`src/bmc_pkg.sv`:
```
/*
 * Package for the buck output mode control block: register map, field
 * positions, reset values, timing counts and shared types.
 * Assumes a 125 MHz system clock and a 32-bit APB register bus.
 */
`default_nettype none
package bmc_pkg;

  localparam int unsigned CLK_HZ   = 125000000;
  localparam int unsigned FSW_HZ   = 3000000;
  localparam int unsigned SW_DIV   = (CLK_HZ + FSW_HZ / 2) / FSW_HZ;

  localparam int unsigned VMIN_UV  = 600000;
  localparam int unsigned VMAX_UV  = 1400000;
  localparam int unsigned STEP_NV  = 6250000;
  localparam int unsigned CODE_MAX = ((VMAX_UV - VMIN_UV) * 1000) / STEP_NV;

  localparam logic [11:0] OFS_SET0   = 12'h000;
  localparam logic [11:0] OFS_SET1   = 12'h004;
  localparam logic [11:0] OFS_CMD    = 12'h008;
  localparam logic [11:0] OFS_LIM    = 12'h00c;
  localparam logic [11:0] OFS_GOOD   = 12'h010;
  localparam logic [11:0] OFS_STAT   = 12'h014;
  localparam logic [11:0] OFS_IRQ    = 12'h018;
  localparam logic [11:0] OFS_MASK   = 12'h01c;

  localparam int unsigned POS_CODE   = 0;
  localparam int unsigned POS_FPWM0  = 0;
  localparam int unsigned POS_FPWM1  = 1;
  localparam int unsigned POS_GATE   = 2;
  localparam int unsigned POS_THERMAL_AUTO_RESTART  = 0;
  localparam int unsigned POS_OUTPUT_DISCHARGE_EN = 0;

  localparam int unsigned IRQ_TSD    = 0;
  localparam int unsigned IRQ_UVLO   = 1;
  localparam int unsigned IRQ_REST   = 2;
  localparam int unsigned IRQ_W      = 3;

  // 1.025 V and 1.15 V as codes above 0.6 V
  localparam logic [6:0] RST_CODE0  = 7'h44;
  localparam logic [6:0] RST_CODE1  = 7'h58;
  localparam logic       RST_GATE   = 1'b1;
  localparam logic       RST_FPWM   = 1'b0;
  localparam logic       RST_THERMAL_AUTO_RESTART  = 1'b0;
  localparam logic       RST_OUTPUT_DISCHARGE_EN = 1'b0;

  typedef enum logic [1:0] {
    BMC_OFF,
    BMC_RUN,
    BMC_TSD
  } bmc_state_t;

  typedef struct packed {
    logic       over_temp;
    logic       temp_recovered;
    logic       uvlo;
    logic       load_high;
  } bmc_sense_t;

  typedef struct packed {
    logic       main_on;
    logic       sync_on;
    logic       pwm_mode;
    logic       discharge;
    logic [6:0] vout_code;
    logic       thermal_shutdown_state;
  } bmc_drive_t;

endpackage
`default_nettype wire

```
`src/bmc_top.sv`:
```
/*
 * Buck output mode control: selects the active voltage setting, the
 * PWM/PFM mode, sequences thermal shutdown and re-arm, blocks switching
 * under undervoltage and drives the output discharge, behind an APB slave.
 * Assumes analog sense inputs already synchronous to clock.
 */
// Notes on behaviour
// With the gate bit set and the select pin low, setting 0's code is the output target.
// In every other gate and pin combination, setting 1's code is the output target.
// Codes span 0.6 V to 1.39375 V in 6.25 mV steps; seven bits never exceed the range, so no code is clamped.
// Target is 0.6 V plus code times 6.25 mV, code zero being the minimum.
// After reset the pin-high setting holds 1.15 V and the pin-low setting 1.025 V.
// Each setting has a forced-PWM bit that keeps the stage in PWM while active.
// Without forced PWM the mode follows the load-demand indication.
// In PWM the main switch turns on at the start of every fixed-rate cycle.
// Over-temperature enters thermal shutdown with both switches off.
// With re-arm clear, shutdown holds until the enable pin is toggled.
// With re-arm set, the block restarts on temperature recovery keeping registers.
// Undervoltage lockout keeps both switches off.
// The discharge enable bit drives the grounding path and resets disabled.
// A gate bit of 0 masks the pin so the pin-high setting applies.
// A rising enable edge starts power-up and a low enable turns the stage off.
`default_nettype none
module bmc_top #(
  parameter int unsigned SW_DIV_P = bmc_pkg::SW_DIV
) (
  input  wire logic              clock,              // system clock
  input  wire logic              rst,                // synchronous reset
  input  wire logic              psel,               // apb select
  input  wire logic              penable,            // apb access phase
  input  wire logic              pwrite,             // apb write
  input  wire logic [11:0]       paddr,              // apb byte address
  input  wire logic [31:0]       pwdata,             // apb write data
  output logic      [31:0]       prdata,             // apb read data
  output logic                   pready,             // apb ready
  output logic                   pslverr,            // apb error
  input  wire logic              enable_pin,         // converter enable
  input  wire logic              voltage_select_pin, // setting select
  input  wire bmc_pkg::bmc_sense_t sense,            // analog detectors
  output bmc_pkg::bmc_drive_t    drive,              // power stage controls
  output logic                   irq                 // level interrupt
);
  import bmc_pkg::*;

  initial begin
    if (SW_DIV_P < 2 || SW_DIV_P > 255) $error("bmc_top: SW_DIV_P out of range");
  end

  typedef struct packed {
    logic [6:0]       vout_code_set0;
    logic [6:0]       vout_code_set1;
    logic             force_pwm_set0;
    logic             force_pwm_set1;
    logic             select_pin_gate;
    logic             thermal_auto_restart;
    logic             output_discharge_en;
    logic [IRQ_W-1:0] irq_status;
    logic [IRQ_W-1:0] irq_mask;
    bmc_state_t       state;
    logic             en_prev;
    logic             uv_prev;
    logic             pwm_mode;
    logic             main_on;
    logic             sync_on;
    logic [6:0]       code_out;
    logic [31:0]      rdata;
    logic             slverr;
  } bmc_regs_t;

  bmc_regs_t cur;
  bmc_regs_t next_cur;
  logic      cycle_start;

  // clamp a setting code to the top of the voltage range; a range of 128 or
  // more codes needs no clamp, and the limit must not wrap in seven bits
  function automatic logic [6:0] clamp_code(input logic [6:0] c);
    clamp_code = (CODE_MAX < 127 && int'(c) > CODE_MAX) ? 7'(CODE_MAX) : c;
  endfunction

  logic       use_set0;
  logic [6:0] active_code;
  logic       active_fpwm;
  logic       access;
  logic       wr;
  logic       en_rise;

  assign use_set0    = cur.select_pin_gate && !voltage_select_pin;
  assign active_code = clamp_code(use_set0 ? cur.vout_code_set0
                                           : cur.vout_code_set1);
  assign active_fpwm = use_set0 ? cur.force_pwm_set0 : cur.force_pwm_set1;
  assign access      = psel && penable;
  assign wr          = access && pwrite;
  assign en_rise     = enable_pin && !cur.en_prev;

  bmc_sw_timer #(
    .DIV         (SW_DIV_P)
  ) u_timer (
    .clock       (clock),
    .rst         (rst),
    .run         (cur.state == BMC_RUN && !sense.uvlo),
    .cycle_start (cycle_start)
  );

  always_comb begin
    logic [IRQ_W-1:0] ev;
    ev       = '0;
    next_cur = cur;
    next_cur.en_prev = enable_pin;
    next_cur.uv_prev = sense.uvlo;
    next_cur.slverr  = 1'b0;

    case (cur.state)
      BMC_OFF: begin
        if (en_rise && !sense.over_temp) begin
          next_cur.state = BMC_RUN;
        end
      end
      BMC_RUN: begin
        if (!enable_pin) begin
          next_cur.state = BMC_OFF;
        end else if (sense.over_temp) begin
          next_cur.state = BMC_TSD;
          ev[IRQ_TSD]    = 1'b1;
        end
      end
      BMC_TSD: begin
        if (!enable_pin) begin
          next_cur.state = BMC_OFF;
        end else if (cur.thermal_auto_restart && sense.temp_recovered
                     && !sense.over_temp) begin
          next_cur.state  = BMC_RUN;
          ev[IRQ_REST]    = 1'b1;
        end
      end
      default: begin
        next_cur.state = BMC_OFF;
      end
    endcase

    if (sense.uvlo && !cur.uv_prev) begin
      ev[IRQ_UVLO] = 1'b1;
    end

    // mode: forced pwm or follow load demand
    next_cur.pwm_mode = active_fpwm ? 1'b1 : sense.load_high;

    // switch drive: main on at each cycle start, sync on for the rest
    if (cur.state != BMC_RUN || sense.uvlo || sense.over_temp) begin
      next_cur.main_on = 1'b0;
      next_cur.sync_on = 1'b0;
    end else if (cycle_start) begin
      next_cur.main_on = 1'b1;
      next_cur.sync_on = 1'b0;
    end else if (cur.main_on) begin
      next_cur.main_on = 1'b0;
      next_cur.sync_on = 1'b1;
    end
    next_cur.code_out = active_code;

    next_cur.rdata = 32'h0000_0000;
    // decoded from the setup phase on, so read data stands at the access edge
    if (psel && !pwrite) begin
      case (paddr)
        OFS_SET0: next_cur.rdata[POS_CODE +: 7] = cur.vout_code_set0;
        OFS_SET1: next_cur.rdata[POS_CODE +: 7] = cur.vout_code_set1;
        OFS_CMD: begin
          next_cur.rdata[POS_FPWM0] = cur.force_pwm_set0;
          next_cur.rdata[POS_FPWM1] = cur.force_pwm_set1;
          next_cur.rdata[POS_GATE]  = cur.select_pin_gate;
        end
        OFS_LIM:  next_cur.rdata[POS_THERMAL_AUTO_RESTART]  = cur.thermal_auto_restart;
        OFS_GOOD: next_cur.rdata[POS_OUTPUT_DISCHARGE_EN] = cur.output_discharge_en;
        OFS_STAT: begin
          next_cur.rdata[1:0] = cur.state;
          next_cur.rdata[2]   = cur.pwm_mode;
          next_cur.rdata[3]   = use_set0;
          next_cur.rdata[10:4] = active_code;
        end
        OFS_IRQ:  next_cur.rdata[IRQ_W-1:0] = cur.irq_status;
        OFS_MASK: next_cur.rdata[IRQ_W-1:0] = cur.irq_mask;
        default:  next_cur.slverr = 1'b1;
      endcase
    end

    if (wr) begin
      case (paddr)
        OFS_SET0: next_cur.vout_code_set0 = pwdata[POS_CODE +: 7];
        OFS_SET1: next_cur.vout_code_set1 = pwdata[POS_CODE +: 7];
        OFS_CMD: begin
          next_cur.force_pwm_set0  = pwdata[POS_FPWM0];
          next_cur.force_pwm_set1  = pwdata[POS_FPWM1];
          next_cur.select_pin_gate = pwdata[POS_GATE];
        end
        OFS_LIM:  next_cur.thermal_auto_restart = pwdata[POS_THERMAL_AUTO_RESTART];
        OFS_GOOD: next_cur.output_discharge_en  = pwdata[POS_OUTPUT_DISCHARGE_EN];
        OFS_STAT: begin
        end
        OFS_IRQ:  next_cur.irq_status = cur.irq_status & ~pwdata[IRQ_W-1:0];
        OFS_MASK: next_cur.irq_mask   = pwdata[IRQ_W-1:0];
        default:  next_cur.slverr = 1'b1;
      endcase
    end
    // set wins over a simultaneous clear
    next_cur.irq_status = next_cur.irq_status | ev;
  end

  always_ff @(posedge clock) begin
    if (rst) begin
      cur                      <= '0;
      cur.vout_code_set0       <= RST_CODE0;
      cur.vout_code_set1       <= RST_CODE1;
      cur.force_pwm_set0       <= RST_FPWM;
      cur.force_pwm_set1       <= RST_FPWM;
      cur.select_pin_gate      <= RST_GATE;
      cur.thermal_auto_restart <= RST_THERMAL_AUTO_RESTART;
      cur.output_discharge_en  <= RST_OUTPUT_DISCHARGE_EN;
      cur.state                <= BMC_OFF;
      cur.en_prev              <= 1'b1;
    end else begin
      cur <= next_cur;
    end
  end

  assign prdata  = cur.rdata;
  assign pready  = 1'b1;
  assign pslverr = access && next_cur.slverr;
  assign irq     = |(cur.irq_status & cur.irq_mask);

  always_comb begin
    drive.main_on                = cur.main_on;
    drive.sync_on                = cur.sync_on;
    drive.pwm_mode               = cur.pwm_mode;
    drive.discharge              = cur.output_discharge_en;
    drive.vout_code              = cur.code_out;
    drive.thermal_shutdown_state = (cur.state == BMC_TSD);
  end

endmodule
`default_nettype wire

```
`src/bmc_sw_timer.sv`:
```
/*
 * Switching cycle timer: a divider that yields a one-cycle pulse at the
 * start of each switching period.
 * Assumes one clock and a synchronous active-high reset.
 */
`default_nettype none
module bmc_sw_timer #(
  parameter int unsigned DIV = bmc_pkg::SW_DIV
) (
  input  wire logic clock,        // system clock
  input  wire logic rst,          // synchronous reset
  input  wire logic run,          // timer counts while high
  output logic      cycle_start   // pulse at the start of a period
);
  import bmc_pkg::*;

  initial begin
    if (DIV < 2) $error("bmc_sw_timer: DIV must be at least 2");
  end

  typedef struct packed {
    logic [7:0] count;
    logic       start;
  } bmc_tmr_t;

  bmc_tmr_t cur;
  bmc_tmr_t next_cur;

  always_comb begin
    next_cur = cur;
    next_cur.start = 1'b0;
    if (!run) begin
      next_cur.count = 8'h00;
    end else if (cur.count == 8'(DIV) || cur.count == 8'h00) begin
      next_cur.count = 8'h01;
      next_cur.start = 1'b1;
    end else begin
      next_cur.count = cur.count + 8'h01;
    end
  end

  always_ff @(posedge clock) begin
    if (rst) begin
      cur <= '0;
    end else begin
      cur <= next_cur;
    end
  end

  assign cycle_start = cur.start;

endmodule
`default_nettype wire

```
`config.mk`:
```
export PLATFORM = sky130hd
export DESIGN_NAME = bmc_top
export DESIGN_NICKNAME = d
export VERILOG_FILES = /design/src/bmc_pkg.sv /design/src/bmc_top.sv /design/src/bmc_sw_timer.sv
export SDC_FILE = /design/constraint.sdc
export NUM_CORES = 1
export LEC_CHECK = 0
export ABC_AREA = 1
export BUFFER_PORTS_ARGS = -buffer_cell sky130_fd_sc_hd__buf_2
export CAP_MARGIN = 20
export CORE_ASPECT_RATIO = 1.4
export CORE_MARGIN = 3
export CORE_UTILIZATION = 50
export CTS_CLUSTER_DIAMETER = 30
export DETAILED_ROUTE_END_ITERATION = 7
export PLACE_DENSITY = 0.81
export SKIP_LAST_GASP = 1
export SYNTH_ARGS = -nofsm -noshare
export SYNTH_HDL_FRONTEND = slang
export SYNTH_SLANG_ARGS = --single-unit
```
`constraint.sdc`:
```
create_clock -name clock -period 3.5 [get_ports clock]
set_input_delay 0.7 -clock clock [delete_from_list [all_inputs] [get_ports clock]]
set_output_delay 0.7 -clock clock [all_outputs]
set_load 0.02 [all_outputs]
```
==> run_summary.xml <==
<?xml version="1.0" encoding="UTF-8"?>
<metrics>
  <group name="yosys">
    <metric name="ys_ff_latch" unit="">59</metric>
    <metric name="synth_fa_ha_area_share" unit="%">1.22</metric>
    <metric name="ys_warns" unit="">0</metric>
    <metric name="syn_avg_cell_area" unit="um2">7.40</metric>
    <metric name="synth.distinct_cells" unit="">38</metric>
    <metric name="yosys.area_share.simple" unit="%">26.4</metric>
    <metric name="synth_sequential_area_ratio" unit="%">38.5</metric>
    <metric name="synthXorXnorAreaFrac" unit="%">1.14</metric>
    <metric name="synth.area.mux_share" unit="%">0</metric>
    <metric name="post_synth_instance_area" unit="um2">3070</metric>
    <metric name="dominant_combinational_cell_family_by_area_after_synthesis" unit="">simple AND/OR/NAND/NOR gates</metric>
    <metric name="postSynthCellCount" unit="">414</metric>
    <metric name="synth-compound-area-share" unit="%">12.7</metric>
  </group>
  <group name="global_routing">
    <metric name="total_overflow_reported_by_the_global_router" unit="">0</metric>
    <metric name="gr-usage-all-layers" unit="%">19.0</metric>
    <metric name="pin_count_of_the_biggest_net_entering_global_routing" unit="">25</metric>
    <metric name="grt_antenna_before_repair" unit="">0</metric>
    <metric name="first_global_vias" unit="">2442</metric>
    <metric name="grt_first_pass_wirelength" unit="um">10600</metric>
  </group>
  <group name="routing">
    <metric name="antenna_violating_nets_post_route" unit="">0</metric>
    <metric name="drt_wl_total" unit="um">6480</metric>
    <metric name="dr_total_vias" unit="">2609</metric>
    <metric name="number_of_detailed_routing_iterations_run_before_antenna_repair" unit="">4</metric>
    <metric name="wl_per_cell" unit="um">12.5</metric>
    <metric name="post_drt_via_cell_ratio" unit="">5.02</metric>
    <metric name="drc" unit="">0</metric>
    <metric name="dr.first_iter.drc_count" unit="">140</metric>
  </group>
  <group name="worst_setup_path">
    <metric name="critical_path.slowest_cell" unit="">sky130_fd_sc_hd__buf_4</metric>
    <metric name="cell_family_contributing_the_most_delay_on_the_critical_path" unit="">simple AND/OR/NAND/NOR gates</metric>
    <metric name="critical-path-max-stage-delay" unit="ps">190</metric>
    <metric name="critPathCaptureType" unit="">primary output</metric>
    <metric name="critical_path_arrival" unit="ps">1930</metric>
    <metric name="worstRegToRegCells" unit="">5</metric>
    <metric name="r2r_end" unit="">prdata[5]</metric>
    <metric name="r2r_slack" unit="ps">1950</metric>
    <metric name="rr_startpoint" unit="">cur[55]</metric>
    <metric name="critPathMaxFanout" unit="">12</metric>
    <metric name="crit_path_cell_trace" unit="">buf_2 &gt; nor2_1 &gt; nand2_2 &gt; nor2_2 &gt; buf_4 &gt; nand2_1 &gt; nand2_1 &gt; nor2_1 &gt; nand2_1 &gt; nor2_1 &gt; buf_2</metric>
    <metric name="worst-path-buf-inv" unit="">3</metric>
    <metric name="critPathKind" unit="">in2out</metric>
    <metric name="critical_path.startpoint_type" unit="">input port</metric>
    <metric name="critPathRequiredTime" unit="ps">2800</metric>
  </group>
  <group name="power">
    <metric name="power.leakage" unit="nW">1.55</metric>
    <metric name="p_per_area" unit="nW/um2">426</metric>
    <metric name="ir_drop_worst_vdd" unit="V">0.000274</metric>
  </group>
  <group name="clock_tree">
    <metric name="ctsRootBufferMaster" unit="">sky130_fd_sc_hd__clkbuf_8</metric>
    <metric name="cts_resized" unit="">0</metric>
    <metric name="post-cts-setup-buffers" unit="">0</metric>
    <metric name="clk-insertion-delay-late" unit="ps">340</metric>
    <metric name="cts_htree_levels" unit="">3</metric>
    <metric name="holdBufCountCts" unit="">0</metric>
    <metric name="clock_sink_count" unit="">59</metric>
    <metric name="cts.reportedPaths.clkPinSlew" unit="ps">60</metric>
    <metric name="cts_buffer_depth" unit="">2</metric>
    <metric name="tritoncts_clock_tree" unit="">done</metric>
    <metric name="cts_buffers" unit="">9</metric>
  </group>
  <group name="floorplanning">
    <metric name="dieHeight" unit="um">98.6</metric>
    <metric name="total_number_of_placement_rows" unit="">33</metric>
    <metric name="design.portCount" unit="">102</metric>
    <metric name="die_width" unit="um">72.2</metric>
    <metric name="die_area" unit="um2">7120</metric>
    <metric name="initial_utilization" unit="%">51.9</metric>
    <metric name="floorplan.core_area" unit="um2">5900</metric>
  </group>
  <group name="timing">
    <metric name="worst_clock_skew" unit="ps">5.98</metric>
    <metric name="setup_viol" unit="">0</metric>
    <metric name="worst_slew_margin_rel" unit="%">51.9</metric>
    <metric name="share_of_the_clock_period_used_by_the_worst_path_after_layout" unit="%">75.2</metric>
    <metric name="fmaxAchievable" unit="MHz">380</metric>
    <metric name="setup_slack" unit="ps">868</metric>
    <metric name="crit_path_time_final" unit="ps">2630</metric>
    <metric name="report.final.hold_viol_count" unit="">0</metric>
    <metric name="timing_worst_slew_pin_value" unit="ps">720</metric>
    <metric name="fin_tns_setup" unit="ps">0</metric>
    <metric name="final_max_slew_viol_count" unit="">0</metric>
    <metric name="rsz0062_at_grt" unit="">false</metric>
  </group>
  <group name="placement">
    <metric name="pre_cts_ws" unit="ps">873</metric>
    <metric name="hpwl" unit="um">4930</metric>
    <metric name="finalWeightedCongestion" unit="">0.894</metric>
    <metric name="io_buffer_count" unit="">54</metric>
  </group>
  <group name="min_path">
    <metric name="hold_depth" unit="">1</metric>
    <metric name="worst_min_delay_path_startpoint" unit="">cur[43]</metric>
    <metric name="worstHoldEndpoint" unit="">cur[51]</metric>
    <metric name="hold_path_class" unit="">reg2reg</metric>
  </group>
  <group name="status">
    <metric name="outcome" unit="">completed</metric>
  </group>
  <group name="cells_and_area">
    <metric name="n_antenna_cell" unit="">0</metric>
    <metric name="design.final.nets" unit="">504</metric>
    <metric name="layout-drive-gt1-share" unit="%">21.8</metric>
    <metric name="layout_common_cells" unit="">sky130_fd_sc_hd__nand2_1 (59), sky130_fd_sc_hd__dfxtp_1 (59), sky130_fd_sc_hd__nor2_1 (54), sky130_fd_sc_hd__buf_2 (54), sky130_fd_sc_hd__inv_1 (47)</metric>
    <metric name="utilization" unit="%">56.0</metric>
    <metric name="area_growth" unit="%">7.84</metric>
  </group>
  <group name="job">
    <metric name="timing.max_cap.violations" unit="">0</metric>
  </group>
</metrics>
flip-flops by register name (all words and copies together) (netlist names):
name	flops
cur	28
drive	11
prdata	11
u_timer.cur	8
u_timer.cycle_start	1
routing by layer:
layer,track usage [%],share of wire (%),up-vias
met2,33.7,52,87
li1,-,-,1315
met5,0,0,-
met4,11.0,3.3,0
met1,19.0,37,1187
met3,5.71,7.3,20
synthesized netlist by cell type (all sizes together):
library cell / n / area share, %
inv: 51 / 6.3
dfxtp: 59 / 39
o22ai: 3 / 0.61
conb: 2 / 0.24
o31ai: 2 / 0.49
nand2: 66 / 8.8
xnor2: 1 / 0.29
clkbuf: 4 / 0.49
nand4: 3 / 0.61
ha: 3 / 1.2
xor2: 3 / 0.86
o21ai: 29 / 5.0
a21oi: 26 / 4.5
nor2: 61 / 9.3
nor4: 1 / 0.20
buf: 52 / 13
nand3: 32 / 6.1
nand3b: 1 / 0.24
o21bai: 1 / 0.24
or2: 1 / 0.20
o31a: 1 / 0.29
o211ai: 6 / 1.6
nor3: 6 / 0.98
cell families (layout without fill, tap and decap cells):
family                   count (synthesis)  after routing
buffers and inverters                  107            123
adder cells (fa/ha/maj)                  3              3
AO/OA/AOI/OAI                           68             68
AND/OR/NAND/NOR                        171            171
other                                    2             22
XOR/XNOR                                 4              4
flip-flops                              59             59
where the power goes:
part           total (mW)  switching, mW  internal, mW
Clock               0.616          0.253         0.363
Combinational       0.108         0.0790        0.0292
Sequential          0.683        0.00353         0.680
Total                1.41          0.335          1.07
through the flow:
| step | hold WS, ps | area, um2 | power, mW | std cells |
|---|---|---|---|---|
| after floorplan | 399 | 3140 | 0.794 | 434 |
| after global placement | 404 | 3110 | 0.803 | 505 |
| after detailed placement | 423 | 3110 | 0.806 | 505 |
| after CTS | 431 | 3310 | 1.42 | 520 |
| after global routing | 446 | 3310 | 1.46 | 520 |
| final | 432 | 3310 | 1.41 | 520 |
worst max path at each step:
| stage | from | to | slack [ps] | depth (start not counted) |
|---|---|---|---|---|
| global placement | paddr[11] | pslverr | 890 | 11 |
| detailed placement | paddr[11] | pslverr | 870 | 11 |
| finish | paddr[11] | pslverr | 870 | 11 |
| CTS | paddr[11] | pslverr | 870 | 11 |
| floorplan | paddr[11] | pslverr | 1230 | 9 |
| global route | paddr[11] | pslverr | 750 | 11 |
layout make-up:
cell class	instances	area [um2]
inverters	51	194
fillers	538	2600
flip-flops and latches	59	1180
well taps	70	87.6
clock buffers	13	159
clock inverters	2	35.0
repair buffers	57	293
multi-input cells	268	1360
(Power assumes the default switching activity.)
